## config.mk

```make
export PLATFORM = sky130hd
export DESIGN_NAME = pff_core
export DESIGN_NICKNAME = d
export VERILOG_FILES = /design/src/hw/pff_pkg.sv /design/src/hw/pff_flag_eval.sv /design/src/hw/pff_core.sv
export SDC_FILE = /design/constraint.sdc
export NUM_CORES = 1
export LEC_CHECK = 0
export BUFFER_PORTS_ARGS = -buffer_cell sky130_fd_sc_hd__buf_2
export CAP_MARGIN = 25
export CORE_MARGIN = 2
export CORE_UTILIZATION = 45
export DETAILED_ROUTE_END_ITERATION = 8
export PLACE_DENSITY = 0.74
export SLEW_MARGIN = 10
export SYNTH_ARGS = -nofsm -noshare
export SYNTH_HDL_FRONTEND = slang
export SYNTH_SLANG_ARGS = --single-unit
```

## constraint.sdc

```tcl
create_clock -name clk -period 4.6 [get_ports clk]
set_input_delay 0.92 -clock clk [delete_from_list [all_inputs] [get_ports clk]]
set_output_delay 0.92 -clock clk [all_outputs]
set_load 0.02 [all_outputs]
```

## src/hw/pff_pkg.sv

```systemverilog
package pff_pkg;

    // Predicate width: one bit per vector byte (256-bit vector)
    localparam int PRED_W = 32;
    localparam int SCALAR_W = 64;
    localparam int RES_W_W = 7;

    // Element size codes
    typedef enum logic [1:0] {
        PFF_ESZ_B,
        PFF_ESZ_H,
        PFF_ESZ_S,
        PFF_ESZ_D
    } pff_esz_t;

    // Issued operation
    typedef enum logic [2:0] {
        PFF_OP_NONE,
        PFF_OP_SET_ALL,
        PFF_OP_READ,
        PFF_OP_READ_FLAGS,
        PFF_OP_WRITE,
        PFF_OP_PTEST,
        PFF_OP_PRED_FLAGS,
        PFF_OP_CTERM
    } pff_op_t;

    // Flag bit positions in the flag word
    localparam int FLAG_N = 3;
    localparam int FLAG_Z = 2;
    localparam int FLAG_C = 1;
    localparam int FLAG_V = 0;
    localparam logic [3:0] FLAGS_RESET = 4'h0;
    localparam logic [PRED_W-1:0] FAULT_MASK_RESET = {PRED_W{1'b1}};

    // Issue request
    typedef struct packed {
        logic valid;
        pff_op_t op;
        pff_esz_t esz;
        logic predicated;
        logic [PRED_W-1:0] gov;
        logic [PRED_W-1:0] src;
        logic cterm_n;
        logic cterm_v;
    } pff_issue_t;

    // Load unit fault report
    typedef struct packed {
        logic valid;
        logic failed;
        logic [4:0] elem;
        pff_esz_t esz;
    } pff_fault_t;

    // Scalar result to be widened
    typedef struct packed {
        logic valid;
        logic [RES_W_W-1:0] width;
        logic [SCALAR_W-1:0] data;
    } pff_scalar_t;

    // Condition tests computed from the flags
    typedef struct packed {
        logic more_active;
        logic last_or_none;
        logic not_last;
        logic not_first;
        logic term_continue;
        logic term_detected;
    } pff_cond_t;

endpackage

```

## src/hw/pff_flag_eval.sv

```systemverilog
`timescale 1ns/1ps
module pff_flag_eval
    import pff_pkg::*;
#(
    parameter int W = PRED_W
)
(
    // Inputs
    input wire logic [W-1:0] gov,
    input wire logic [W-1:0] src,
    input wire logic predicated,
    input wire pff_pkg::pff_esz_t esz,
    // Flags
    output logic flag_n,
    output logic flag_z,
    output logic flag_c
);
    logic [W-1:0] sel;
    logic [W-1:0] act;
    logic seen;
    logic last_val;

    // Only the lowest bit of each element group counts
    always_comb
    begin
        for (int i = 0; i < W; i++)
        begin
            unique case (esz)
                PFF_ESZ_B: sel[i] = 1'b1;
                PFF_ESZ_H: sel[i] = (i % 2) == 0;
                PFF_ESZ_S: sel[i] = (i % 4) == 0;
                PFF_ESZ_D: sel[i] = (i % 8) == 0;
            endcase
        end
    end

    assign act = sel & (predicated ? gov : {W{1'b1}});

    // First and last active element scan
    always_comb
    begin
        flag_n = 1'b0;
        flag_z = 1'b1;
        last_val = 1'b0;
        seen = 1'b0;
        for (int i = 0; i < W; i++)
        begin
            if (act[i])
            begin
                if (!seen)
                begin
                    flag_n = src[i];
                end
                seen = 1'b1;
                last_val = src[i];
                if (src[i])
                begin
                    flag_z = 1'b0;
                end
            end
        end
        flag_c = ~last_val;
    end

    initial
    begin
        if (W % 8 != 0)
        begin
            $error("pff_flag_eval: width must be a multiple of 8");
        end
    end
endmodule

```

## src/hw/pff_core.sv

```systemverilog
`timescale 1ns/1ps
module pff_core
    import pff_pkg::*;
#(
    parameter int W = PRED_W,
    parameter int SW = SCALAR_W
)
(
    // Clock and reset
    input wire logic clk,
    input wire logic rst_n,
    // Issue side
    input wire pff_pkg::pff_issue_t issue,
    input wire pff_pkg::pff_fault_t fault,
    input wire pff_pkg::pff_scalar_t scalar_in,
    input wire logic [W-1:0] write_data,
    // Results
    output logic [W-1:0] fault_mask_reg,
    output logic [W-1:0] read_data_reg,
    output logic read_valid_reg,
    output logic [3:0] process_state_flags,
    output logic flags_valid_reg,
    output pff_pkg::pff_cond_t cond_reg,
    output logic [SW-1:0] scalar_out_reg,
    output logic scalar_valid_reg
);
    import pff_pkg::*;

    logic [W-1:0] mask_next;
    logic [W-1:0] mask_fwd;
    logic [W-1:0] kill;
    logic [W-1:0] rd_next;
    logic rv_next;
    logic [3:0] flags_reg;
    logic [3:0] flags_next;
    logic fv_next;
    pff_cond_t cond_next;
    logic [SW-1:0] sc_next;
    logic sv_next;
    logic [W-1:0] ev_src;
    logic [W-1:0] ev_gov;
    logic ev_pred;
    logic fn;
    logic fz;
    logic fc;
    int first_byte;

    // Fault kill vector: failed element and everything above it
    always_comb
    begin
        kill = '0;
        first_byte = 0;
        unique case (fault.esz)
            PFF_ESZ_B: first_byte = int'(fault.elem);
            PFF_ESZ_H: first_byte = int'(fault.elem) * 2;
            PFF_ESZ_S: first_byte = int'(fault.elem) * 4;
            PFF_ESZ_D: first_byte = int'(fault.elem) * 8;
        endcase
        if (fault.valid && fault.failed)
        begin
            for (int i = 0; i < W; i++)
            begin
                kill[i] = (i >= first_byte);
            end
        end
    end

    // Load faults only clear bits; only set-all and write can raise mask bits
    always_comb
    begin
        mask_next = fault_mask_reg & ~kill;
        if (issue.valid && issue.op == PFF_OP_SET_ALL)
        begin
            mask_next = {W{1'b1}} & ~kill;
        end
        else if (issue.valid && issue.op == PFF_OP_WRITE)
        begin
            mask_next = write_data & ~kill;
        end
    end

    // Same-cycle faults are older than the read, so forward them
    assign mask_fwd = fault_mask_reg & ~kill;

    // Source selection for flag evaluation
    always_comb
    begin
        ev_src = issue.src;
        ev_gov = issue.gov;
        ev_pred = issue.predicated;
        if (issue.op == PFF_OP_READ_FLAGS)
        begin
            ev_src = mask_fwd & (issue.predicated ? issue.gov : {W{1'b1}});
        end
    end

    pff_flag_eval #(
        .W(W)
    ) u_eval (
        .gov(ev_gov),
        .src(ev_src),
        .predicated(ev_pred),
        .esz(issue.esz),
        .flag_n(fn),
        .flag_z(fz),
        .flag_c(fc)
    );

    // Reads of the mask and flag updates
    always_comb
    begin
        rd_next = read_data_reg;
        rv_next = 1'b0;
        flags_next = flags_reg;
        fv_next = 1'b0;
        if (issue.valid)
        begin
            unique case (issue.op)
                PFF_OP_READ:
                begin
                    rd_next = issue.predicated ? (mask_fwd & issue.gov)
                                               : mask_fwd;
                    rv_next = 1'b1;
                end
                PFF_OP_READ_FLAGS:
                begin
                    rd_next = ev_src;
                    rv_next = 1'b1;
                    flags_next = {fn, fz, fc, 1'b0};
                    fv_next = 1'b1;
                end
                PFF_OP_PTEST, PFF_OP_PRED_FLAGS:
                begin
                    flags_next = {fn, fz, fc, 1'b0};
                    fv_next = 1'b1;
                end
                PFF_OP_CTERM:
                begin
                    // Compare-and-terminate reports its own N and V
                    flags_next = {issue.cterm_n, 1'b0, 1'b1,
                                  issue.cterm_v};
                    fv_next = 1'b1;
                end
                default:
                begin
                    rv_next = 1'b0;
                end
            endcase
        end
    end

    // Condition tests from the flags being written
    always_comb
    begin
        cond_next.more_active = flags_next[FLAG_C]
            & ~flags_next[FLAG_Z];
        cond_next.last_or_none = ~flags_next[FLAG_C]
            | flags_next[FLAG_Z];
        cond_next.not_last = flags_next[FLAG_C];
        cond_next.not_first = ~flags_next[FLAG_N];
        cond_next.term_continue = flags_next[FLAG_N]
            == flags_next[FLAG_V];
        cond_next.term_detected = flags_next[FLAG_N]
            != flags_next[FLAG_V];
    end

    // Zero-extension of narrow scalar results
    always_comb
    begin
        sc_next = scalar_out_reg;
        sv_next = scalar_in.valid;
        if (scalar_in.valid)
        begin
            for (int i = 0; i < SW; i++)
            begin
                sc_next[i] = (i < int'(scalar_in.width))
                    ? scalar_in.data[i] : 1'b0;
            end
        end
    end

    always_ff @(posedge clk)
    begin
        if (!rst_n)
        begin
            fault_mask_reg <= FAULT_MASK_RESET;
            read_data_reg <= '0;
            read_valid_reg <= 1'b0;
            flags_reg <= FLAGS_RESET;
            flags_valid_reg <= 1'b0;
            cond_reg <= '0;
            scalar_out_reg <= '0;
            scalar_valid_reg <= 1'b0;
        end
        else
        begin
            fault_mask_reg <= mask_next;
            read_data_reg <= rd_next;
            read_valid_reg <= rv_next;
            flags_reg <= flags_next;
            flags_valid_reg <= fv_next;
            cond_reg <= cond_next;
            scalar_out_reg <= sc_next;
            scalar_valid_reg <= sv_next;
        end
    end

    assign process_state_flags = flags_reg;

    initial
    begin
        if (W % 8 != 0 || W > 256 || SW < 1)
        begin
            $error("pff_core: unsupported width");
        end
    end
endmodule

```

# Yosys cells after proc, flatten, opt, wreduce, memory -nomap -nowiden
# Cells that the tools add are included.
[word_totals] mem_bits_ro=0 ff_bits=141 word_cells=421 mem_bits_rw=0 memories=0 latch_bits=0 in_bits=188
[op_classes] n_shift=0 n_addsub=0 muxes=269 n_bitwise=12 div=0 reduce_logical=16 mul=0 n_eq_ne=15 order_cmp=96
[ops] operator=">= comparator 6 x 32 -> 1 bit, first input constant" count=16
[ops] operator=">= comparator 5 x 32 -> 1 bit, first input constant" count=8
[ops] operator="2-to-1 mux 1 bit" count=256
[ops] operator="< comparator 6 x 7 -> 1 bit, first input constant" count=32
[ops] operator="2-to-1 mux 32 bit" count=6
[ops] operator="AND 32 bit" count=5
[ops] operator=">= comparator 4 x 32 -> 1 bit, first input constant" count=4
[ops] operator="one-hot mux 32 bit (4 select lines)" count=1
[ops] operator="< comparator 5 x 7 -> 1 bit, first input constant" count=16
[ops] operator=">= comparator 3 x 32 -> 1 bit, first input constant" count=2
[ops] operator="one-hot mux 32 bit (2 select lines)" count=1
[ops] operator="< comparator 4 x 7 -> 1 bit, first input constant" count=8
[ops] operator=">= comparator 1 x 32 -> 1 bit, first input constant" count=1
[ops] operator=">= comparator 2 x 32 -> 1 bit, first input constant" count=1
[ops] operator="NOT 32 bit" count=1
[ops] operator="< comparator 3 x 7 -> 1 bit, first input constant" count=4
[ops] operator="< comparator 1 x 7 -> 1 bit, first input constant" count=2
[ops] operator="< comparator 2 x 7 -> 1 bit, first input constant" count=2
[ops] operator="== test 3 bit, second input constant" count=4
[ops] operator="OR reduction 3 bit" count=3
[ops] operator="== test 2 bit, second input constant" count=4
[ops] operator="one-hot mux 4 bit (2 select lines)" count=1
[ops] operator="OR reduction 4 bit" count=2
[ops] operator="== test 3 x 2 -> 1 bit, second input constant" count=2
[ops] operator="14 further kinds" count=26

# Logic depth before layout (Yosys ltp)
# Gate-level depths: netlist of the first run.
[depth] ltp_word=76 ltp_mapped=14

# Modules after synthesis
# Synthesis of the first run repeated with hierarchy kept, for this count alone.
[hier_totals] hier_cells=1112 hier_area_um2=8414.3
[by_module_without_submodules] mod="pff_core" area_each_um2=6931.6 seq_area_each_um2=2802.7 n_inst=1 cells_each=860
[by_module_without_submodules] mod="pff_flag_eval" area_each_um2=1482.7 seq_area_each_um2=0.0 n_inst=1 cells_each=252

# Least setup slack after synthesis of the first run
# Ideal clock, no wire load.
[synth_path] path_type="input-to-reg" startpoint="in fault[5] (netlist bit)" endpoint="reg cond_reg[4] (netlist bit)" slack_ps=894 t_arrival_ps=3586 setup_ps=120 required_ps=4480 path_stages=13 cell_sequence="clkbuf_1 mux4_2 buf_6 a2111oi_4 buf_6 a31oi_4 a211o_1 nand2_1 nor3_1 a311o_1 a221oi_2 a211oi_1 o31a_1"
[synth_via] elab_chain_len=74 word_cells_on_any_way=139 classes_between="order compare: 32; mux: 101; bitwise: 6"
[synth_lines] element="start, declared" line="pff_core.sv:14" source="input wire pff_pkg::pff_fault_t fault,"
[synth_lines] element="one-hot mux 32 bit (4 select lines) (*)" line="pff_core.sv:53" source="unique case (fault.esz)"
[synth_lines] element=">= comparator 1 x 32 -> 1 bit" line="pff_core.sv:63" source="kill[i] = (i >= first_byte);"
[synth_lines] element="2-to-1 mux 32 bit (*)" line="pff_core.sv:59" source="if (fault.valid && fault.failed)"
[synth_lines] element="NOT 32 bit (*)" line="pff_core.sv:83" source="assign mask_fwd = fault_mask_reg & ~kill;"
[synth_lines] element="AND 32 bit (*)" line="pff_core.sv:83"
[synth_lines] element="AND 32 bit (*)" line="pff_core.sv:93" source="ev_src = mask_fwd & (issue.predicated ? issue.gov : {W{1'b1}});"
[synth_lines] element="2-to-1 mux 32 bit (*)" line="pff_core.sv:91" source="if (issue.op == PFF_OP_READ_FLAGS)"
[synth_lines] element="2-to-1 mux 1 bit" line="pff_flag_eval.sv:56" source="if (src[i])"
[synth_lines] element="[... 58 more ...]"
[synth_lines] element="2-to-1 mux 1 bit" line="pff_flag_eval.sv:48" source="if (act[i])"
[synth_lines] element="2-to-1 mux 1 bit" line="pff_flag_eval.sv:56"
[synth_lines] element="2-to-1 mux 1 bit" line="pff_flag_eval.sv:48"
[synth_lines] element="2-to-1 mux 1 bit" line="pff_flag_eval.sv:56"
[synth_lines] element="2-to-1 mux 1 bit" line="pff_flag_eval.sv:48"
[synth_lines] element="one-hot mux 4 bit (2 select lines) (*)" line="pff_core.sv:118" source="unique case (issue.op)"
[synth_lines] element="2-to-1 mux 4 bit (*)" line="pff_core.sv:116" source="if (issue.valid)"
[synth_lines] element="OR 1 bit (*)" line="pff_core.sv:158" source="| flags_next[FLAG_Z];"
[synth_lines] element="end signal, assigned" line="pff_core.sv:202" source="cond_reg <= cond_next;"
[synth_lines] element="end, declared" line="pff_core.sv:23" source="output pff_pkg::pff_cond_t cond_reg,"
# Mark *: on every way between the ends. The rest lies on a longest branch, timed or not. The select of a mux whose other input is x is not followed.
# A chain may end at the register's enable or synchronous reset.

# Worst setup path after layout of the first run
[layout_path] startpoint="in fault[4] (netlist bit)" endpoint="reg cond_reg[0] (netlist bit)"
[layout_via] elab_chain_len=73 word_cells_on_any_way=104 classes_between="order compare: 32; eq/ne: 1; mux: 68; bitwise: 3"
[layout_lines] element="one-hot mux 32 bit (4 select lines) (*)" line="pff_core.sv:53"
[layout_lines] element=">= comparator 1 x 32 -> 1 bit" line="pff_core.sv:63"
[layout_lines] element="2-to-1 mux 32 bit (*)" line="pff_core.sv:59"
[layout_lines] element="NOT 32 bit (*)" line="pff_core.sv:83"
[layout_lines] element="AND 32 bit (*)" line="pff_core.sv:83"
[layout_lines] element="AND 32 bit (*)" line="pff_core.sv:93"
[layout_lines] element="2-to-1 mux 32 bit (*)" line="pff_core.sv:91"
[layout_lines] element="2-to-1 mux 1 bit" line="pff_flag_eval.sv:48"
[layout_lines] element="[... 57 more ...]"
[layout_lines] element="2-to-1 mux 1 bit" line="pff_flag_eval.sv:48"
[layout_lines] element="2-to-1 mux 1 bit" line="pff_flag_eval.sv:50" source="if (!seen)"
[layout_lines] element="2-to-1 mux 1 bit" line="pff_flag_eval.sv:48"
[layout_lines] element="2-to-1 mux 1 bit" line="pff_flag_eval.sv:50"
[layout_lines] element="2-to-1 mux 1 bit (*)" line="pff_flag_eval.sv:48"
[layout_lines] element="one-hot mux 4 bit (2 select lines) (*)" line="pff_core.sv:118"
[layout_lines] element="2-to-1 mux 4 bit (*)" line="pff_core.sv:116"
[layout_lines] element="inequality test 1 bit (*)" line="pff_core.sv:164" source="!= flags_next[FLAG_V];"
# Marked as above.

==> results.md, run 1 <==
Status:
- The run finished with clean final reports.

Timing:
- Hold is met by 0.437 ns.
- For the pin with the worst max-slew slack, the measured transition is 1.10 ns.
- For the finished layout, the period the worst path requires is 4.14 ns.
- The count of final max-slew check failures came to 0.
- The number of hold violations in the final report is 0.
- Of the available clock period, the critical path in the final layout requires 0.899.
- Setup repair after global routing left no endpoint under its margin.
- Measured against its own limit, the worst slew margin works out to 0.267.
- The post-route clock skew is 0.0175 ns.
- The setup TNS after final layout is 0 ns.
- Setup violations remaining at the end of the flow were counted as 0.
- The achievable clock frequency is 242 MHz.

Setup path:
- In this design, the critical path's most frequently occurring cell is a311oi_1.
- The kind of end point of the critical path is a flop.
- The start of the worst register-to-register path is fault_mask_reg[14]$_SDFF_PN1_.
- STA puts the critical path data required time at 4.96 ns.
- The capture instance of the worst register-to-register path is process_state_flags[3]$_SDFF_PN0_.
- Of all nets on the critical path, the largest fanout is 18.
- The worst register-to-register path has a depth of 11.
- For the worst setup path, the data arrival time is 4.50 ns.
- The kind of launch point of the worst setup path is an input port.
- On the worst path, the slowest cell contributes a delay of 0.64 ns.
- For flop-to-flop paths, the worst setup slack is 1.61 ns.
- The critical path goes through buf_2 > buf_4 > nor4bb_1 > a311oi_1 > o21ai_1 > a32o_1 > a211oi_1 > a311oi_1 > o21ai_0 > o31ai_2 > mux2i_1.
- The critical path is of the input port to flop type.
- The slowest cell on the critical path is nor4bb_1.

Job:
- Max-cap violations in this run came to 0.

Synthesis:
- In the synthesized netlist the async set-or-reset flop fraction comes to 0.
- Yosys mapped a number of flops with a built-in enable equal to 0.
- The predominant post-synthesis flop cell is dfxtp_1.
- The synthesized netlist cell count is 1,181.
- The number of warnings printed during yosys synthesis is 0.
- The synthesized area divided by synthesized cell count is 7.34 µm².
- The count of different cell masters after synthesis is 86.
- The dominant cell type by area after synthesis is dfxtp_1.
- Of the post-synthesis cell area, the dominant cell type holds 0.323.
- Of the synthesized area, sequential elements account for 0.323.
- The netlist area before placement is 8670 µm².
- The synthesized-area fraction occupied by ao, oa, aoi and oai cells is 0.271.
- The synthesized-area fraction occupied by adder cells is 0.00115.
- The combinational family with the most area after synthesis is simple AND/OR/NAND/NOR gates.
- By area the synthesized netlist is led by dfxtp_1, nand2_1, a32o_1.
- The net count of the mapped netlist is 1,369.
- In this run, synthesis produced a sequential element count of 140.
- Of the total synthesized cell area, the portion taken by AND, OR, NAND and NOR gates is 0.333.
- The fraction of synthesized cell area in xor and xnor cells is 0.00101.
- The multiplexer area fraction after synthesis is 0.0224.

Routing:
- In the final routed layout, each cell accounts on average for 23.4 µm.
- Before antenna repair, the detailed router went through 6 iterations.
- Once detail routing completed, the nets flagged for antenna violations numbered 0.
- Dividing the detail-routed via count by the number of cells gives 6.18.
- The detailed router finished its first iteration with 1,280 violations.
- The number of remaining DRC errors is 0.
- The routed via count is 10,800.
- The routed design has 41.1 mm of wire.

Clocking:
- The maximum root-to-sink buffer count is 2.
- The later pin in the worst-skew pair is clocked with a latency of 0.45 ns.
- The count of instances resized after the clock tree is built is 0.
- The register clock-pin slew on the reported worst setup and hold paths is 0.07 ns.
- The number of setup buffers added after CTS is 0.
- The count of hold buffers inserted by post-cts repair is 0.
- The number of CTS-inserted buffers is 17.
- The total number of H-tree levels is 4.
- The sink count of the clock tree is 140.
- The CTS tree is built.
- In this run the clock root is driven by a clkbuf_16.

Global routing:
- The number of antenna violations at the first check in global routing is 1.
- The sum of overflow across all layers after global routing is 0.
- The maximum number of pins on one net before global-route repair is 56.
- The via count of the first global-routing pass is 10,300.
- The global-route wire length before repair is 60.1 mm.
- The all-layer global routing usage is 0.394.

Pwr:
- The overall power consumption is 3.62 mW.
- The internal power of the cells totals 2.32 mW.
- The switching fraction of total power is 0.360.
- Dividing total power by cell area gives a power density of 323 nW/µm².
- The sequential fraction of design power is 0.368.
- For this design the static power due to leakage is 5.10 nW.
- The relative contribution of combinational cells to total power is 0.231.
- Summed over all nets, the switching power comes to 1.30 mW.
- Across the VDD grid, the largest voltage drop is 0.000276 V.
- The share of total power in the clock network is 0.401.

Floorplan:
- The starting density of the core is 0.460.
- After floorplanning, the core was sized to cover 18,800 µm².
- The overall die height is 143 µm.
- 329 I/O pins were placed.
- The die is 143 µm wide.
- The number of standard-cell rows in the floorplan is 50.
- The die outline area is 20,400 µm².

Placed design:
- The routability congestion estimate is 1.04.
- Detailed placement ended at an HPWL of 32.4 mm.
- The count of buffers inserted at the top-level ports is 328.

Final layout:
- The layout-stage area growth over the synthesis result is 29.3%.
- The number of flip-flops in the largest register is 64.
- Leaving out fill and tap cells, the most frequent cells in the layout are buf_2, nand2_1, dfxtp_1, a21oi_1, nor2_1.
- The most common cell after layout, fill and taps aside is buf_2.
- The count of nets after finishing is 1,668.
- Of the cells placed in the final design, the portion with a size suffix greater than 1 is 0.289.

Worst hold path:
- The origin of the worst min-delay path is scalar_out_reg[25]$_SDFFE_PN0P_.
- The cell count of the worst hold path is 2.
- The worst hold path terminates at scalar_out_reg[25]$_SDFFE_PN0P_.
- The min-delay analysis places its worst path in the category flop to flop.
-- power groups by stage --
stage | clock, mW | sequential [mW] | combinational (mW)
floorplan | 0 | 1.43 | 0.400
global placement | 0 | 1.35 | 0.812
detailed placement | 0 | 1.36 | 0.811
CTS | 1.45 | 1.33 | 0.815
global route | 1.50 | 1.34 | 0.887
finish | 1.45 | 1.33 | 0.836
-- metrics by stage --
step	setup WS, ns	cells	utilization	cell area, µm²
after floorplan	0.894	1181	-	8670
after global placement	0.353	1721	0.562	10600
after detailed placement	0.305	1721	0.562	10600
final	0.463	1754	0.595	11200
after CTS	0.756	1753	0.595	11200
after global routing	0.275	1753	0.595	11200
-- worst max-delay path: cells and delay by family --
family                 cells  cell delay [ns]
and+or+nand+nor            1             0.64
AOI/OAI and AO/OA          7             2.24
muxes                      1             0.24
buffers and inverters      2             0.45
-- worst max-delay path by stage --
stage | from | endpoint | depth (start not counted)
after floorplan | fault[5] | cond_reg[4]$_SDFF_PN0_ | 13
after global placement | fault[4] | cond_reg[1]$_SDFF_PN0_ | 11
after detailed placement | fault[2] | cond_reg[0]$_SDFF_PN0_ | 11
after CTS | fault[2] | cond_reg[0]$_SDFF_PN0_ | 11
after global routing | fault[4] | cond_reg[0]$_SDFF_PN0_ | 11
final | fault[4] | cond_reg[0]$_SDFF_PN0_ | 11
-- logic make-up after synthesis --
| group | Yosys count |
|---|---|
| AOI/OAI and AO/OA | 324 |
| xor gates and xnor gates | 1 |
| adders and majority gates | 1 |
| buffers and inverters | 103 |
| DFF | 140 |
| muxes | 15 |
| and+or+nand+nor | 597 |
-- area by class of cell --
cell class,count,area (µm²)
Fill cell,1803,7620
Clock buffer,17,425
Multi-Input combinational cell,938,5460
Tap cell,260,325
Sequential cell,140,2800
Antenna cell,1,2.50
Clock inverter,15,191
Inverter,17,63.8
Timing Repair Buffer,366,1940
-- cell usage after synthesis, drive strengths merged, types with 6 or more instances --
cell and instances:
mux2i 7, dfxtp 140, or2 8, buf 13, nand4 17, or3 6
nand2 252, a211oi 9, a211o 6, a31oi 10, nor2b 8, a21oi 81
and2 26, clkbuf 73, and3 16, nand3 50, nand2b 60, nor2 74
o311ai 7, a311oi 6, nor3 39, nand3b 7, inv 17, o211ai 21
a32o 42, o21ai 58, a22o 7, nor4 7, o31ai 11
-- layer usage --
metal	vias to the layer above	track usage	routed length, µm
met2	762	0.617	18000
met1	5014	0.496	16000
li1	4915	-	-
met5	-	0	0
met4	0	0.226	2540
met3	145	0.0936	4560
No activity file was read; power rests on OpenSTA's default activity.
==> run 2, diff against run 1 <==
--- a/config.mk
+++ b/config.mk
@@ -7,6 +7,7 @@
 export LEC_CHECK = 0
 export BUFFER_PORTS_ARGS = -buffer_cell sky130_fd_sc_hd__buf_2
 export CAP_MARGIN = 25
+export CORE_ASPECT_RATIO = 0.8
 export CORE_MARGIN = 2
 export CORE_UTILIZATION = 45
 export DETAILED_ROUTE_END_ITERATION = 8
==> run 2 against run 1 <==
Cell area is 0.98% higher. Hold slack improved by 0.0016 ns. Sequential cell count stayed put.
==> results.md, run 2 (same netlist as run 1, synthesis figures left out) <==
Floorplan:
- The die is 128 µm tall.
- The total core area is 18,900 µm².
- The floorplan step set the die width to 159 µm.
- The floorplan step defined a die boundary enclosing 20,400 µm².
- The number of primary I/O pins is 329.
- After floorplanning, the core was divided into 45 placement rows.
- The starting density of the core is 0.458.

Pwr:
- Of the total power, combinational logic draws 0.237.
- The share of total power in the clock network is 0.399.
- The share of total power dissipated in sequential elements is 0.364.
- The maximum ir drop on the vdd rail is 0.000253 V.
- In this run the power density over the cells is 323 nW/µm².
- The analysis attributes to cell leakage a power of 5.18 nW.
- The internal power summed over all cells is 2.37 mW.
- Of the total power, the share spent switching nets is 0.351.
- The analysis attributes to net switching a power of 1.28 mW.

Final layout:
- The layout has 1,794 filler cells.
- Once layout is done, the placed cells without fillers occupy 11,300 µm².
- The number of flip-flops in the largest register is 64.
- In the final layout, the multi-input gates occupy 5460 µm².
- The total inserted antenna cells is 0.
- The most common cell after layout, fill and taps aside is buf_2.
- The top cell types in the final layout, fill and taps aside, are buf_2, nand2_1, dfxtp_1, a21oi_1, nor2_1.
- Of the cells placed in the final design, the portion with a size suffix greater than 1 is 0.297.
- Relative to the synthesized area, the layout overhead comes to 30.6%.
- The combined flip-flop and latch cell area is 2800 µm².
- The count of nets after finishing is 1,684.

Timing:
- The worst path needs 3.93 ns of the cycle, external delays included.
- Setup repair after global routing left no endpoint under its margin.
- The number of hold violations in the final report is 0.
- The post-route clock skew is 0.0138 ns.
- The worst slew margin relative to its limit is 0.327.
- Setup violations remaining at the end of the flow were counted as 0.
- Summed over all failing endpoints, the final setup total negative slack is 0 ns.
- The count of final max-slew check failures is 0.
- For this run, the top clock speed supported by timing is 254 MHz.
- After layout, the worst setup slack is 0.668 ns.
- The period utilization is 0.855.
- For the pin with the worst max-slew slack, the measured transition is 1.01 ns.

Clocking:
- The count of instances resized after the clock tree is built is 0.
- The count of hold buffers inserted by post-cts repair is 0.
- The source-to-sink clock delay at the later pin of the worst-skew pair is 0.44 ns.
- The H-tree was split into 4 levels.
- In this run, CTS created clock tree buffers numbering 17.
- The maximum root-to-sink buffer count is 2.
- Clock tree synthesis found a total of 140 sinks.
- CTS placed an instance of clkbuf_16 at the clock tree root.
- The register clock-pin slew on the reported worst setup and hold paths is 0.07 ns.
- TritonCTS built the clock tree.
- The number of setup buffers added after CTS is 0.

Setup path:
- Of all nets on the critical path, the largest fanout is 27.
- At the worst endpoint, the arrival time is 4.31 ns.
- STA classifies the critical path endpoint as a flop.
- The number of cells on the worst reg-to-reg path is 13.
- The largest incremental delay on the critical path is 0.71 ns.
- Traced cell by cell, the critical path runs through buf_2 > buf_4 > nor3b_1 > a311oi_2 > a2111oi_1 > o31ai_1 > a221o_1 > a211oi_1 > and4b_1 > nand4_1 > o21ai_0 > o31a_1.
- The setup path with the least slack is of type input port to flop.
- The kind of launch point of the worst setup path is an input port.
- On the critical path, the stage with the largest delay is an instance of a2111oi_1.
- Data on the critical path is required at its endpoint by 4.98 ns.

Global routing:
- The via count of the first global-routing pass is 10,200.
- Across every metal layer, demand over resource in global routing totals 0.419.
- The number of antenna violations at the first check in global routing is 1.
- The global-route wire length before repair is 64.3 mm.
- The maximum number of pins on one net before global-route repair is 56.
- The sum of overflow across all layers after global routing is 0.

Placed design:
- The cell area reported after detailed placement is 10,700 µm².
- OpenSTA, run right after detailed placement, puts the worst setup slack at 0.326 ns.
- The count of buffers added on input and output ports is 328.
- The routability congestion estimate is 1.05.
- The HPWL after detailed placement is 34.2 mm.

Routing:
- Summing over every cut layer, the via total after detailed routing is 11,200.
- The count of TritonRoute iterations in the first routing pass is 7.
- After detailed routing, the average wire length per cell comes to 24.8 µm.
- In the routed design, unresolved DRC markers number 0.
- The violation count after the first detailed-route iteration is 1,259.
- The count of nets left with antenna violations once routing finished came out at 0.
- The routed design has 43.9 mm of wire.
- The via density per instance is 6.33.

Job:
- The tool flagged a number of max-cap violations equal to 0.

Worst hold path:
- The class of the tightest hold or removal check is flop to flop.
- The cell count of the worst hold path is 2.

Status:
- The run finished with clean final reports.
-- run 2: cell types whose count changed in the layout (fill, tap and decap cells not counted) --
cell        previous run  this run
inv_6                  2         5
inv_8                  3         5
clkinv_4               3         0
clkinvlp_4             0         1
inv_12                 1         0
diode_2                1         0
bufinv_16              0         1
clkinv_8               6         3
buf_4                 37        53
-- run 2: power groups by stage --
stage / Clock (mW) / Combinational, mW / Sequential (mW)
3_5_place_dp: 0 / 0.836 / 1.36
2_1_floorplan: 0 / 0.400 / 1.43
6_report: 1.46 / 0.865 / 1.33
4_1_cts: 1.46 / 0.840 / 1.33
3_3_place_gp: 0 / 0.839 / 1.35
5_1_grt: 1.51 / 0.917 / 1.34
-- run 2: critical path, delay by kind of cell --
| kind | cells | cell delay [ns] |
|---|---|---|
| compound gates | 7 | 2.36 |
| simple gates | 3 | 0.63 |
| buf+inv | 2 | 0.38 |
-- run 2: worst paths after layout --
path         slack, ns                            start                                end
min reg2reg       0.44  scalar_out_reg[25]$_SDFFE_PN0P_    scalar_out_reg[25]$_SDFFE_PN0P_
min               0.44  scalar_out_reg[25]$_SDFFE_PN0P_    scalar_out_reg[25]$_SDFFE_PN0P_
max               0.67                         fault[1]             cond_reg[4]$_SDFF_PN0_
max reg2reg       1.56    fault_mask_reg[14]$_SDFF_PN1_  process_state_flags[3]$_SDFF_PN0_
-- run 2: through the flow --
step,hold WS [ns],power (mW),util,instances
floorplan,0.517,1.83,-,1181
global placement,0.420,2.19,0.566,1735
detailed placement,0.428,2.19,0.566,1735
CTS,0.437,3.63,0.598,1767
global route,0.456,3.77,0.598,1767
finish,0.438,3.65,0.598,1767
-- run 2: cell type report --
| class | count | area share |
|---|---|---|
| clock buffers | 17 | 0.0376 |
| clock inverters | 15 | 0.0165 |
| inverters | 17 | 0.00564 |
| multi-input cells | 938 | 0.482 |
| flip-flops and latches | 140 | 0.248 |
| well taps | 258 | 0.0285 |
| repair buffers | 382 | 0.182 |
-- run 2: layer usage --
layer / part of all wire / routed length, µm / track usage / up-vias
met4: 0.041 / 1800 / 0.159 / 2
li1: - / - / - / 4941
met2: 0.41 / 18200 / 0.626 / 832
met3: 0.13 / 5670 / 0.127 / 117
met1: 0.41 / 18200 / 0.569 / 5289
met5: 0.00030 / 13 / 0 / -
